### config.mk
export PLATFORM = sky130hd
export DESIGN_NAME = dsbp_top
export DESIGN_NICKNAME = d
export VERILOG_FILES = /design/src/rtl/dsbp_pkg.sv /design/src/rtl/dsbp_modulator.sv /design/src/rtl/dsbp_top.sv
export SDC_FILE = /design/constraint.sdc
export NUM_CORES = 1
export LEC_CHECK = 0
export BUFFER_PORTS_ARGS = -buffer_cell sky130_fd_sc_hd__clkbuf_2
export CORE_AREA = 8 8 139 141
export CTS_CLUSTER_DIAMETER = 200
export CTS_CLUSTER_SIZE = 25
export DETAILED_ROUTE_END_ITERATION = 16
export DIE_AREA = 0 0 147 149
export PLACE_DENSITY = 0.56
export RECOVER_POWER = 100
export SKIP_LAST_GASP = 1
export SLEW_MARGIN = 10
export SYNTH_ARGS = -nofsm -noshare
export SYNTH_HDL_FRONTEND = slang
export SYNTH_SLANG_ARGS = --single-unit
export TNS_END_PERCENT = 5
### constraint.sdc
create_clock -name SYS_CLK -period 6.9 [get_ports SYS_CLK]
set_input_delay 0.345 -clock SYS_CLK [delete_from_list [all_inputs] [get_ports SYS_CLK]]
set_output_delay 0.345 -clock SYS_CLK [all_outputs]
set_load 0.02 [all_outputs]
### src/rtl/dsbp_pkg.sv
// shared types and constants of the delta-sigma bitstream port
package dsbp_pkg;

	// output mode, in the order of the {high, low} select pin code
	typedef enum logic [1:0] {
		DSBP_MODE_SYNC,
		DSBP_MODE_HALF,
		DSBP_MODE_MANCH,
		DSBP_MODE_EXT
	} dsbp_mode_type;

	// two-way clock pin as output value and output enable
	typedef struct packed {
		logic o;
		logic oe;
	} dsbp_pin_type;

	// fabric clock and internal oscillator timing
	localparam int SYS_CLK_PERIOD_NS = 4;
	localparam int INT_OSC_FREQ_MHZ  = 20;
	localparam int INT_OSC_HALF_NS   = 1000 / (2 * INT_OSC_FREQ_MHZ);
	localparam int OSC_HALF_INT      = INT_OSC_HALF_NS / SYS_CLK_PERIOD_NS;
	localparam logic [3:0] OSC_HALF_CYC =
		4'((OSC_HALF_INT < 1) ? 1 : OSC_HALF_INT);

	// modulator arithmetic, input code in units of 0.1 mV
	localparam int SAMPLE_W = 16;
	localparam int ACC_W    = 24;
	localparam logic signed [ACC_W-1:0] DAC_LEVEL   = 24'sh0010AB;
	localparam logic signed [ACC_W-1:0] ACC2_BOUND  = 24'sh010AB0;

	// reset values
	localparam logic       OUT_RST  = 1'h0;
	localparam logic [3:0] CNT_RST  = 4'h0;
	localparam logic signed [ACC_W-1:0] ACC_RST = 24'sh000000;

endpackage

### src/rtl/dsbp_modulator.sv
// second-order one-bit delta-sigma modulator core
`timescale 1ns/1ns
module dsbp_modulator (
	input  wire logic                               clk,
	input  wire logic                               rst_n,
	input  wire logic                               step,
	input  wire logic signed [dsbp_pkg::SAMPLE_W-1:0] din,
	output logic                                    bit_q
);
	import dsbp_pkg::*;

	logic signed [ACC_W-1:0] acc1_q;
	logic signed [ACC_W-1:0] acc2_q;
	logic signed [ACC_W-1:0] acc1_d;
	logic signed [ACC_W-1:0] acc2_d;
	logic signed [ACC_W-1:0] fb;
	logic signed [ACC_W-1:0] din_ext;

	always_comb begin
		din_ext = ACC_W'(din);
		fb      = bit_q ? DAC_LEVEL : -DAC_LEVEL;
		acc1_d  = acc1_q + din_ext - fb;
		acc2_d  = acc2_q + acc1_d - fb;
	end

	// integrators and comparator advance once per modulator bit
	always_ff @(posedge clk or negedge rst_n) begin
		if (!rst_n) begin
			acc1_q <= ACC_RST;
			acc2_q <= ACC_RST;
			bit_q  <= OUT_RST;
		end else if (step) begin
			acc1_q <= acc1_d;
			acc2_q <= acc2_d;
			bit_q  <= ~acc2_d[ACC_W-1];
		end
	end
endmodule

### src/rtl/dsbp_top.sv
// digital output port of a one-bit delta-sigma modulator
`timescale 1ns/1ns
// Notes on behaviour
// - ones density near 50% at zero, 80% at +256 mV, 20% at -256 mV.
// - select pins high/low pick modes 0 to 3 as {high, low} binary.
// - system clock is internal 20 MHz, or external; mode sets pin direction.
// - modulator clock is the system clock divided by two.
// - mode 0 drives modulator clock out; data changes on its falling edge.
// - mode 1 drives half modulator clock; data changes between its edges.
// - mode 2 sends Manchester data on one line; clock pin held low.
// - mode 3 stops oscillator; outside drives clock pin at twice bit rate.
// - mode 3 data changes on every second external clock falling edge.
// - mode 3 also drives modulator clock on a separate output pin.
module dsbp_top (
	input  wire logic                               SYS_CLK,
	input  wire logic                               RST_N,
	input  wire logic                               MODE_SEL_LOW_BIT,
	input  wire logic                               MODE_SEL_HIGH_BIT,
	input  wire logic                               SYS_CLOCK_PIN_I,
	input  wire logic signed [dsbp_pkg::SAMPLE_W-1:0] ANALOG_CODE,
	output dsbp_pkg::dsbp_pin_type                  SYS_CLOCK_PIN,
	output logic                                    BITSTREAM_OUT,
	output logic                                    MODULATOR_CLOCK_OUT
);
	import dsbp_pkg::*;

	logic          lo_s1_q;
	logic          lo_s2_q;
	logic          hi_s1_q;
	logic          hi_s2_q;
	dsbp_mode_type mode_q;
	logic          ext_s1_q;
	logic          ext_s2_q;
	logic          ext_s3_q;
	logic [3:0]    osc_cnt_q;
	logic          osc_q;
	logic          osc_tick;
	logic          sys_rise;
	logic          sys_fall;
	logic          modclk_q;
	logic          half_q;
	logic          step;
	logic          mod_bit;
	dsbp_mode_type mode_prev_q;
	logic          mode_steady;

	// select pins come from outside, two flops each
	always_ff @(posedge SYS_CLK or negedge RST_N) begin
		if (!RST_N) begin
			lo_s1_q <= OUT_RST;
			lo_s2_q <= OUT_RST;
			hi_s1_q <= OUT_RST;
			hi_s2_q <= OUT_RST;
		end else begin
			lo_s1_q <= MODE_SEL_LOW_BIT;
			lo_s2_q <= lo_s1_q;
			hi_s1_q <= MODE_SEL_HIGH_BIT;
			hi_s2_q <= hi_s1_q;
		end
	end

	always_ff @(posedge SYS_CLK or negedge RST_N) begin
		if (!RST_N) begin
			mode_q <= DSBP_MODE_SYNC;
		end else begin
			mode_q <= dsbp_mode_type'({hi_s2_q, lo_s2_q});
		end
	end

	// external system clock pin, synchronised, third flop for edges
	always_ff @(posedge SYS_CLK or negedge RST_N) begin
		if (!RST_N) begin
			ext_s1_q <= OUT_RST;
			ext_s2_q <= OUT_RST;
			ext_s3_q <= OUT_RST;
		end else begin
			ext_s1_q <= SYS_CLOCK_PIN_I;
			ext_s2_q <= ext_s1_q;
			ext_s3_q <= ext_s2_q;
		end
	end

	// oscillator held stopped in external mode
	always_ff @(posedge SYS_CLK or negedge RST_N) begin
		if (!RST_N) begin
			osc_cnt_q <= CNT_RST;
			osc_q     <= OUT_RST;
		end else if (mode_q == DSBP_MODE_EXT) begin
			osc_cnt_q <= CNT_RST;
			osc_q     <= OUT_RST;
		end else if (osc_tick) begin
			osc_cnt_q <= CNT_RST;
			osc_q     <= ~osc_q;
		end else begin
			osc_cnt_q <= osc_cnt_q + 4'h1;
		end
	end

	assign osc_tick = (osc_cnt_q == OSC_HALF_CYC - 4'h1);

	// system clock edge events from the selected source
	always_comb begin
		if (mode_q == DSBP_MODE_EXT) begin
			sys_rise = ext_s2_q & ~ext_s3_q;
			sys_fall = ~ext_s2_q & ext_s3_q;
		end else begin
			sys_rise = osc_tick & ~osc_q;
			sys_fall = osc_tick & osc_q;
		end
	end

	// modulator clock toggles on system clock rise
	always_ff @(posedge SYS_CLK or negedge RST_N) begin
		if (!RST_N) begin
			modclk_q <= OUT_RST;
		end else if (sys_rise) begin
			modclk_q <= ~modclk_q;
		end
	end

	// half-rate clock toggles on modulator clock rise
	always_ff @(posedge SYS_CLK or negedge RST_N) begin
		if (!RST_N) begin
			half_q <= OUT_RST;
		end else if (sys_rise && !modclk_q) begin
			half_q <= ~half_q;
		end
	end

	// internal modes step at the modulator clock fall
	// external mode steps on a system clock fall, every other one
	always_comb begin
		if (mode_q == DSBP_MODE_EXT) begin
			step = sys_fall & ~modclk_q;
		end else begin
			step = sys_rise & modclk_q;
		end
	end

	dsbp_modulator u_mod (
		.clk   (SYS_CLK),
		.rst_n (RST_N),
		.step  (step),
		.din   (ANALOG_CODE),
		.bit_q (mod_bit)
	);

	// clock pin direction and level per mode
	// clock pin low in Manchester mode
	always_ff @(posedge SYS_CLK or negedge RST_N) begin
		if (!RST_N) begin
			SYS_CLOCK_PIN <= '{o: OUT_RST, oe: OUT_RST};
		end else begin
			SYS_CLOCK_PIN.oe <= (mode_q != DSBP_MODE_EXT);
			case (mode_q)
				DSBP_MODE_SYNC: SYS_CLOCK_PIN.o <= modclk_q;
				DSBP_MODE_HALF: SYS_CLOCK_PIN.o <= half_q;
				default:        SYS_CLOCK_PIN.o <= OUT_RST;
			endcase
		end
	end

	// Manchester: inverted bit first half, true bit second half
	always_ff @(posedge SYS_CLK or negedge RST_N) begin
		if (!RST_N) begin
			BITSTREAM_OUT <= OUT_RST;
		end else if (mode_q == DSBP_MODE_MANCH) begin
			BITSTREAM_OUT <= mod_bit ^ ~modclk_q;
		end else begin
			BITSTREAM_OUT <= mod_bit;
		end
	end

	// modulator clock on its own pin in external mode
	always_ff @(posedge SYS_CLK or negedge RST_N) begin
		if (!RST_N) begin
			MODULATOR_CLOCK_OUT <= OUT_RST;
		end else begin
			MODULATOR_CLOCK_OUT <= (mode_q == DSBP_MODE_EXT) & modclk_q;
		end
	end

	// helper: mode unchanged since the previous cycle
	always_ff @(posedge SYS_CLK or negedge RST_N) begin
		if (!RST_N) begin
			mode_prev_q <= DSBP_MODE_SYNC;
		end else begin
			mode_prev_q <= mode_q;
		end
	end

	assign mode_steady = (mode_q == mode_prev_q);
endmodule

==> metrics.md, run 1 <==
| Metric | Value |
|---|---|
| Status | complete, but fails checks |
| Failing checks | max-capacitance violations, max-slew violations |
| RSZ-0062 raised after global routing | no |
| Clock slew at reported path FFs | 0.06 ns |
| Synth top area share | 0.296 |
| Root Buffer Master | clkbuf_16 |
| DIE AREA | ~22000 µm² |
| Worst reg-to-reg setup slack | 0.91 ns |
| Routed WL per cell | 14.1 µm |
| CP Capture Type | flop |
| XOR/XNOR Fraction of Synth Area | 0.0706 |
| Yosys cell types | 66 |
| Worst-path cell chain | buf_4 -> fa_1 -> ha_1 -> o21ai_1 -> and4bb_1 -> a211oi_1 -> xnor2_1 -> fa_1 -> ha_1 -> nand2_1 -> nor2_1 -> nand2_1 -> o31ai_1 -> a221oi_1 -> or4b_1 -> nand4_1 |
| Vias in the first global route | 4498 |
| Tmin final | around 6 ns |
| Placed Instances | between 800 and 900 |
| Top cell family by delay on the critical path | adder cells |
| Synth area leaders | dfrtp_1, fa_1, ha_1 |
| Worst Tran Pin Value | roughly 3.8 ns |
| Worst hold start | MODE_SEL_LOW_BIT |
| First-pass GRT wire length | 21.6 mm |
| # setup viols final | 0 |
| Worst Clk Skew | 0.00607 ns |
| Avg Synthesized Cell Area | 9.46 µm² |
| CTS Buffer Depth | 2 |
| Critical path type | reg2reg |
| Worst flop-to-flop path startpoint | u_mod.bit_q |
| Post-Synth Adder-Cell Area | 0.263 |
| Ports | 25 |
| Crit path arrival time | around 6.3 ns |
| Post-synth EDFFs | 0 |
| Critical path's slowest cell | o31ai_1 |
| Die W | 147 µm |
| Period Utilization, post-route | 0.868 |
| Largest family of logic cells by synthesized area | adder cells |
| CTS tree | built |
| Final Routed Wirelength | 12.3 mm |
| Core Area | 17100 µm² |
| Global route overflow | 0 |
| Post-route setup TNS | 0 ns |
| Peak Freq | 167 MHz |
| # resized after CTS | 0 |
| Sequential-to-total area share from yosys stat | 0.296 |
| Die height | approximately 150 µm |
| Worst Reg2Reg Path Length in Cells | 16 |
| Post-Synth Simple-Gate Area | 0.114 |
| Reg2reg end | u_mod.acc2_q[20] |
| Syn nets | ~730 |
| Initial DRC count | 135 |
| Startpoint Class | flop |
| Worst path buffer plus inverter count | 1 |
| Largest net degree at the start of global routing | 70 |
| Syn Inst Count | 616 |
| CTS Hold Buffers Added | 0 |
| Vias | 4279 |
| Mux cell area share after synthesis | 0.00172 |
| CTS HTree Levels | 3 |
| WHS Path Cells | 1 |
| Post-synthesis compound-gate area fraction | 0.186 |
| Setup Buffers After CTS | 0 |
| Fin nets | between 700 and 800 |
| Drt pass-1 iters | 4 |
| Port bufs | 24 |
| CTS Buf Count | 9 |
| Clk sinks | 69 |
| Hpwl dp | 9.42 mm |
| Yosys warnings | 0 |
| Antenna diodes | 0 |
| Critical Path Start | u_mod.bit_q |
| Initial antenna violation count | 0 |
| Flops & latches, synth | 69 |
| Number of placement rows | 48 |
| Ys async rst share | 1.00 |
| RePlAce Congestion | 0.884 |
| Layout fillers | between 1500 and 2000 |
| Max-slew violations | 117 |
| Max Cap Viol | 2 |
| Main flop type after synthesis | dfrtp_1 |
| Fin. Hold Viols | 0 |
| Hold crit path type | in2reg |
| Final ANT Viol Nets | 0 |
| Area leader, netlist | dfrtp_1 |
| CP peak stage delay | 0.74 ns |
| DR DRC count | 0 |
| Worst slew margin | -1.50 |
| Layout cells sized above 1 | 0.0853 |
| Total GRT Usage | 0.122 |
| Initial Util | 0.342 |
| Non-filler cells, final | 870 |
| Vias per inst | 4.92 |
| Crit path max fanout | 19 |
| Cell Area, Synth | 5830 µm² |
| Worst Hold Endpoint | lo_s1_q |
| Critical Path RT | 7.17 ns |
| Area Growth Syn to Fin | 11.8% |
| Clk_lat worst skew | roughly 0.34 ns |
==> metrics by stage <==
stage               hold slack [ns]  instance area, µm²   util  setup WS, ns
global placement              0.332                6210  0.364          1.34
CTS                          0.0949                6580  0.386          1.16
floorplan                    0.0494                5830      -          1.20
global route                 0.0990                6520  0.382         0.465
finish                        0.108                6520  0.382         0.909
detailed placement            0.336                6210  0.364          1.21
==> cells in the mapped netlist, types with 2 or more instances <==
master and instances:
nor4_1 2, nand2_1 58, o21ai_2 3, o21ai_0 37
o21ai_1 8, buf_2 2, or2_2 2, nor3_1 3
nand3b_1 2, xor2_1 24, xnor2_1 23, a211oi_2 2
inv_1 85, fa_1 46, o211ai_1 2, dfrtp_1 69
a31oi_1 4, clkbuf_1 10, a21oi_1 51, o21bai_1 8
a21o_1 12, a21o_2 2, nand3_1 10, o31a_1 2
nand2b_1 2, nor2_1 36, nand4b_1 2, a21oi_2 4
nor3b_1 2, a211oi_1 6, o31ai_1 4, or3_1 2
and3_1 7, a21boi_1 2, nor2b_1 3, ha_1 49
==> routing by layer <==
layer / vias up / share of wire / GRT usage
li1: 2128 / - / -
met1: 2067 / 0.49 / 0.156
met2: 66 / 0.45 / 0.198
met3: 18 / 0.032 / 0.0194
met4: 0 / 0.023 / 0.0612
met5: - / 0 / 0
==> worst max-delay path by stage <==
stage / to / slack [ns] / depth (start not counted)
detailed placement: u_mod.bit_q / 1.21 / 20
finish: u_mod.acc2_q[20] / 0.91 / 16
global placement: u_mod.bit_q / 1.34 / 21
floorplan: u_mod.bit_q / 1.20 / 21
CTS: u_mod.bit_q / 1.16 / 19
global route: u_mod.bit_q / 0.46 / 21
==> state kept, by name, indices dropped and copies added, names as in the netlist, 2 cells and up <==
signal and cells:
osc_cnt_q 4, u_mod.acc1_q 24, mode_q 2, u_mod.acc2_q 24
SYS_CLOCK_PIN 2
==> cells by family after synthesis <==
kind of cell / count (synthesis)
buf+inv: 100
simple gates: 141
flops: 69
compound gates: 163
xor+xnor: 47
fa+ha+maj: 95
mux: 1
==> area by class of cell <==
cell class / count / area [µm²] / share of cell area
timing repair buffer: 28 / 140 / 0.0215
clock buffer: 9 / 225 / 0.0345
multi-input combinational: 447 / 3680 / 0.564
clock inverter: 7 / 146 / 0.0225
tap: 225 / 282 / 0.0432
sequential: 69 / 1730 / 0.265
inverter: 85 / 319 / 0.0489
==> layout by cell type (no fill, tap or decap), types with 7 or more instances in the layout <==
master	netlist	final
clkbuf_2	0	19
dfrtp_1	69	69
inv_1	85	85
fa_1	46	46
nand3_1	10	10
o21ai_0	37	42
clkbuf_16	0	9
xor2_1	24	24
o21bai_1	8	8
a21oi_1	51	53
and3_1	7	7
ha_1	49	49
nand2_1	58	58
nor2_1	36	36
a21o_1	12	12
xnor2_1	23	23
==> worst register-to-register path, stage by stage, from the launching register on <==
cell	delay, ns
dfrtp_1	0.58
buf_4	0.44
fa_1	0.51
ha_1	0.34
o21ai_1	0.22
and4bb_1	0.28
a211oi_1	0.41
xnor2_1	0.27
fa_1	0.50
ha_1	0.37
nand2_1	0.09
nor2_1	0.19
nand2_1	0.09
o31ai_1	0.74
a221oi_1	0.28
or4b_1	0.52
nand4_1	0.10
Power of run 1 is left out: the tool's default activity adds up to more than one toggle a clock period on the data nets, which glitch-free logic cannot reach.
==> run 2: changes to the inputs <==
--- a/config.mk
+++ b/config.mk
@@ -6,12 +6,12 @@
 export NUM_CORES = 1
 export LEC_CHECK = 0
 export BUFFER_PORTS_ARGS = -buffer_cell sky130_fd_sc_hd__clkbuf_2
-export CORE_AREA = 8 8 139 141
+export CORE_AREA = 8 8 133 135
 export CTS_CLUSTER_DIAMETER = 200
 export CTS_CLUSTER_SIZE = 25
 export DETAILED_ROUTE_END_ITERATION = 16
-export DIE_AREA = 0 0 147 149
-export PLACE_DENSITY = 0.56
+export DIE_AREA = 0 0 141 143
+export PLACE_DENSITY = 0.6
 export RECOVER_POWER = 100
 export SKIP_LAST_GASP = 1
 export SLEW_MARGIN = 10
==> metrics.md, run 2 (synthesis gave the netlist of run 1 again) <==
| Metric | Value |
|---|---|
| Most frequent cells in the layout | inv_1, dfrtp_1, nand2_1, a21oi_1, ha_1 |
| Initial DRC count | 180 (+33%) |
| Layout fillers | 1513 (-14%) |
| DR DRC count | 0 (unchanged) |
| Tmin final | 6.05 ns (+0.0640 ns) |
| Post-route setup TNS | 0 ns (unchanged) |
| RSZ-0062 raised after global routing | no |
| CTS tree | built |
| Reg area | 1730 µm² (unchanged) |
| Critical path's slowest cell | dfrtp_1 |
| Initial antenna violation count | 0 (unchanged) |
| Top cell family by delay on the critical path | compound AO/OA/AOI/OAI gates |
| CTS HTree Levels | 3 (unchanged) |
| Worst Clk Skew | 0.00760 ns (+0.00153 ns) |
| Critical Path Start | u_mod.bit_q |
| Biggest regs | u_mod.acc1_q: 24 flops, u_mod.acc2_q: 24 flops, osc_cnt_q: 4 flops |
| CTS Buf Count | 9 (unchanged) |
| Initial Util | 0.374 (+0.0320) |
| Port bufs | 24 (unchanged) |
| Period Utilization, post-route | 0.877 (+0.00928) |
| Fin. Hold Viols | 0 (unchanged) |
| Crit path max fanout | 16 (-3) |
| Final Cell Area | 6480 µm² (-0.65%) |
| CTS Hold Buffers Added | 0 (unchanged) |
| Die W | 141 µm (-4.1%) |
| Vias in the first global route | 4443 (-1.2%) |
| Clk_lat worst skew | 0.33 ns (about the same) |
| Area Growth Syn to Fin | 11.1% |
| Worst Tran Pin Value | 3.84 ns (+0.0837 ns) |
| Commonest non-fill, non-tap cell in the layout | inv_1 |
| Layout cells sized above 1 | 0.0898 (+0.00451) |
| First-pass GRT wire length | 21.1 mm (-2.0%) |
| Worst hold start | MODE_SEL_LOW_BIT |
| Hpwl dp | 9.10 mm (-3.4%) |
| Drt pass-1 iters | 4 (unchanged) |
| Clk sinks | 69 (unchanged) |
| Vias per inst | 4.94 (+0.34%) |
| Clock slew at reported path FFs | 0.06 ns (about the same) |
| DIE AREA | 20200 µm² (-7.9%) |
| Max-slew violations | 117 (unchanged) |
| Final Routed Wirelength | 12.1 mm (-1.3%) |
| Cell Area, Placed | 6200 µm² (-0.10%) |
| Crit path arrival time | 6.27 ns (about the same) |
| Worst flop-to-flop path startpoint | u_mod.bit_q |
| Most common cell on crit path | a21oi_1 |
| Ports | 25 (unchanged) |
| Number of placement rows | 46 (-4.2%) |
| Largest net degree at the start of global routing | 70 (unchanged) |
| Vias | 4254 (-0.58%) |
| Max Cap Viol | 2 (unchanged) |
| Antenna diodes | 0 (unchanged) |
| Startpoint Class | flop |
| Hold crit path type | in2reg |
| Global route overflow | 0 (unchanged) |
| Critical path type | reg2reg |
| Die height | 143 µm (-4.0%) |
| Peak Freq | 165 MHz (-1.1%) |
| Core Area | 15600 µm² (-8.6%) |
| # resized after CTS | 0 (unchanged) |
| Worst path buffer plus inverter count | 2 (+1) |
| Worst-path cell chain | fa_1 -> inv_1 -> fa_1 -> a21o_1 -> a21oi_1 -> o21ai_1 -> a21oi_1 -> o21bai_1 -> a21oi_1 -> xor2_1 -> fa_1 -> inv_1 -> ha_1 -> a21oi_1 -> o21ai_0 -> a21oi_1 -> a21oi_1 -> o21ai_0 -> a21oi_1 -> o211a_1 -> o31a_1 |
| Multi-input logic area | 3690 µm² (+0.41%) |
| Routed WL per cell | 14.1 µm (-0.40%) |
| Setup Buffers After CTS | 0 (unchanged) |
| CP peak stage delay | 0.77 ns (+0.03 ns) |
| # setup viols final | 0 (unchanged) |
| Status | complete, but fails checks |
| Total GRT Usage | 0.131 (+0.00835) |
| Failing checks | max-capacitance violations, max-slew violations |
| Fin nets | 757 (+0.13%) |
| CP Capture Type | flop |
| Worst slew margin | -1.56 (-0.0558) |
| Root Buffer Master | clkbuf_16 |
| CTS Buffer Depth | 2 (unchanged) |
| Critical Path RT | 7.12 ns (-0.05 ns) |
| Final ANT Viol Nets | 0 (unchanged) |
| RePlAce Congestion | 0.837 (-5.3%) |
[run 2: changes by cell type in the layout (fill, tap and decap cells not counted), moves of 2 or more]
cell | previous run | this run
o21ai_0 | 42 | 39
a21oi_1 | 53 | 55
o21ai_1 | 5 | 7
bufinv_16 | 4 | 2
a21oi_2 | 2 | 0
[run 2: metrics by stage]
| stage | setup WS, ns | hold WS, ns | std cells | util |
|---|---|---|---|---|
| after floorplan | 1.20 | 0.0494 | 616 | - |
| after global placement | 1.26 | 0.332 | 846 | 0.398 |
| after detailed placement | 1.10 | 0.336 | 846 | 0.398 |
| after CTS | 1.09 | 0.103 | 862 | 0.418 |
| after global routing | 0.330 | 0.103 | 862 | 0.415 |
| final | 0.845 | 0.118 | 862 | 0.415 |
[run 2: worst reg2reg max path, delay by kind of cell (launching register included)]
family / cells / cell delay, ns
adders and majority gates: 4 / 1.94
buffers and inverters: 2 / 0.14
xor gates and xnor gates: 1 / 0.34
AOI/OAI and AO/OA: 14 / 2.75
DFF: 1 / 0.77
[run 2: path summary, 6_finish.rpt]
path	slack, ns	cells after the start	to
setup / recovery	0.85	21	u_mod.bit_q
hold / removal	0.12	1	lo_s1_q
setup reg to reg	0.85	21	u_mod.bit_q
hold reg to reg	0.34	0	mode_q[1]
max in group asynchronous	3.30	2	u_mod.acc2_q[22]
min in group asynchronous	1.44	2	u_mod.acc2_q[7]
[run 2: final cells by class]
type                       count  share of cell area
clock buffer                   9              0.0348
clock inverter                 7              0.0153
inverter                      85              0.0493
multi-input combinational    447               0.571
sequential                    69               0.267
tap                          216              0.0417
timing repair buffer          29              0.0218
[run 2: layer usage]
layer | wire (µm) | GRT usage | share of wire
met2 | 5520 | 0.209 | 0.45
met5 | 0 | 0 | 0
met3 | 482 | 0.0227 | 0.040
met4 | 189 | 0.0469 | 0.016
met1 | 5950 | 0.174 | 0.49
Power of run 2 is left out for the same reason.
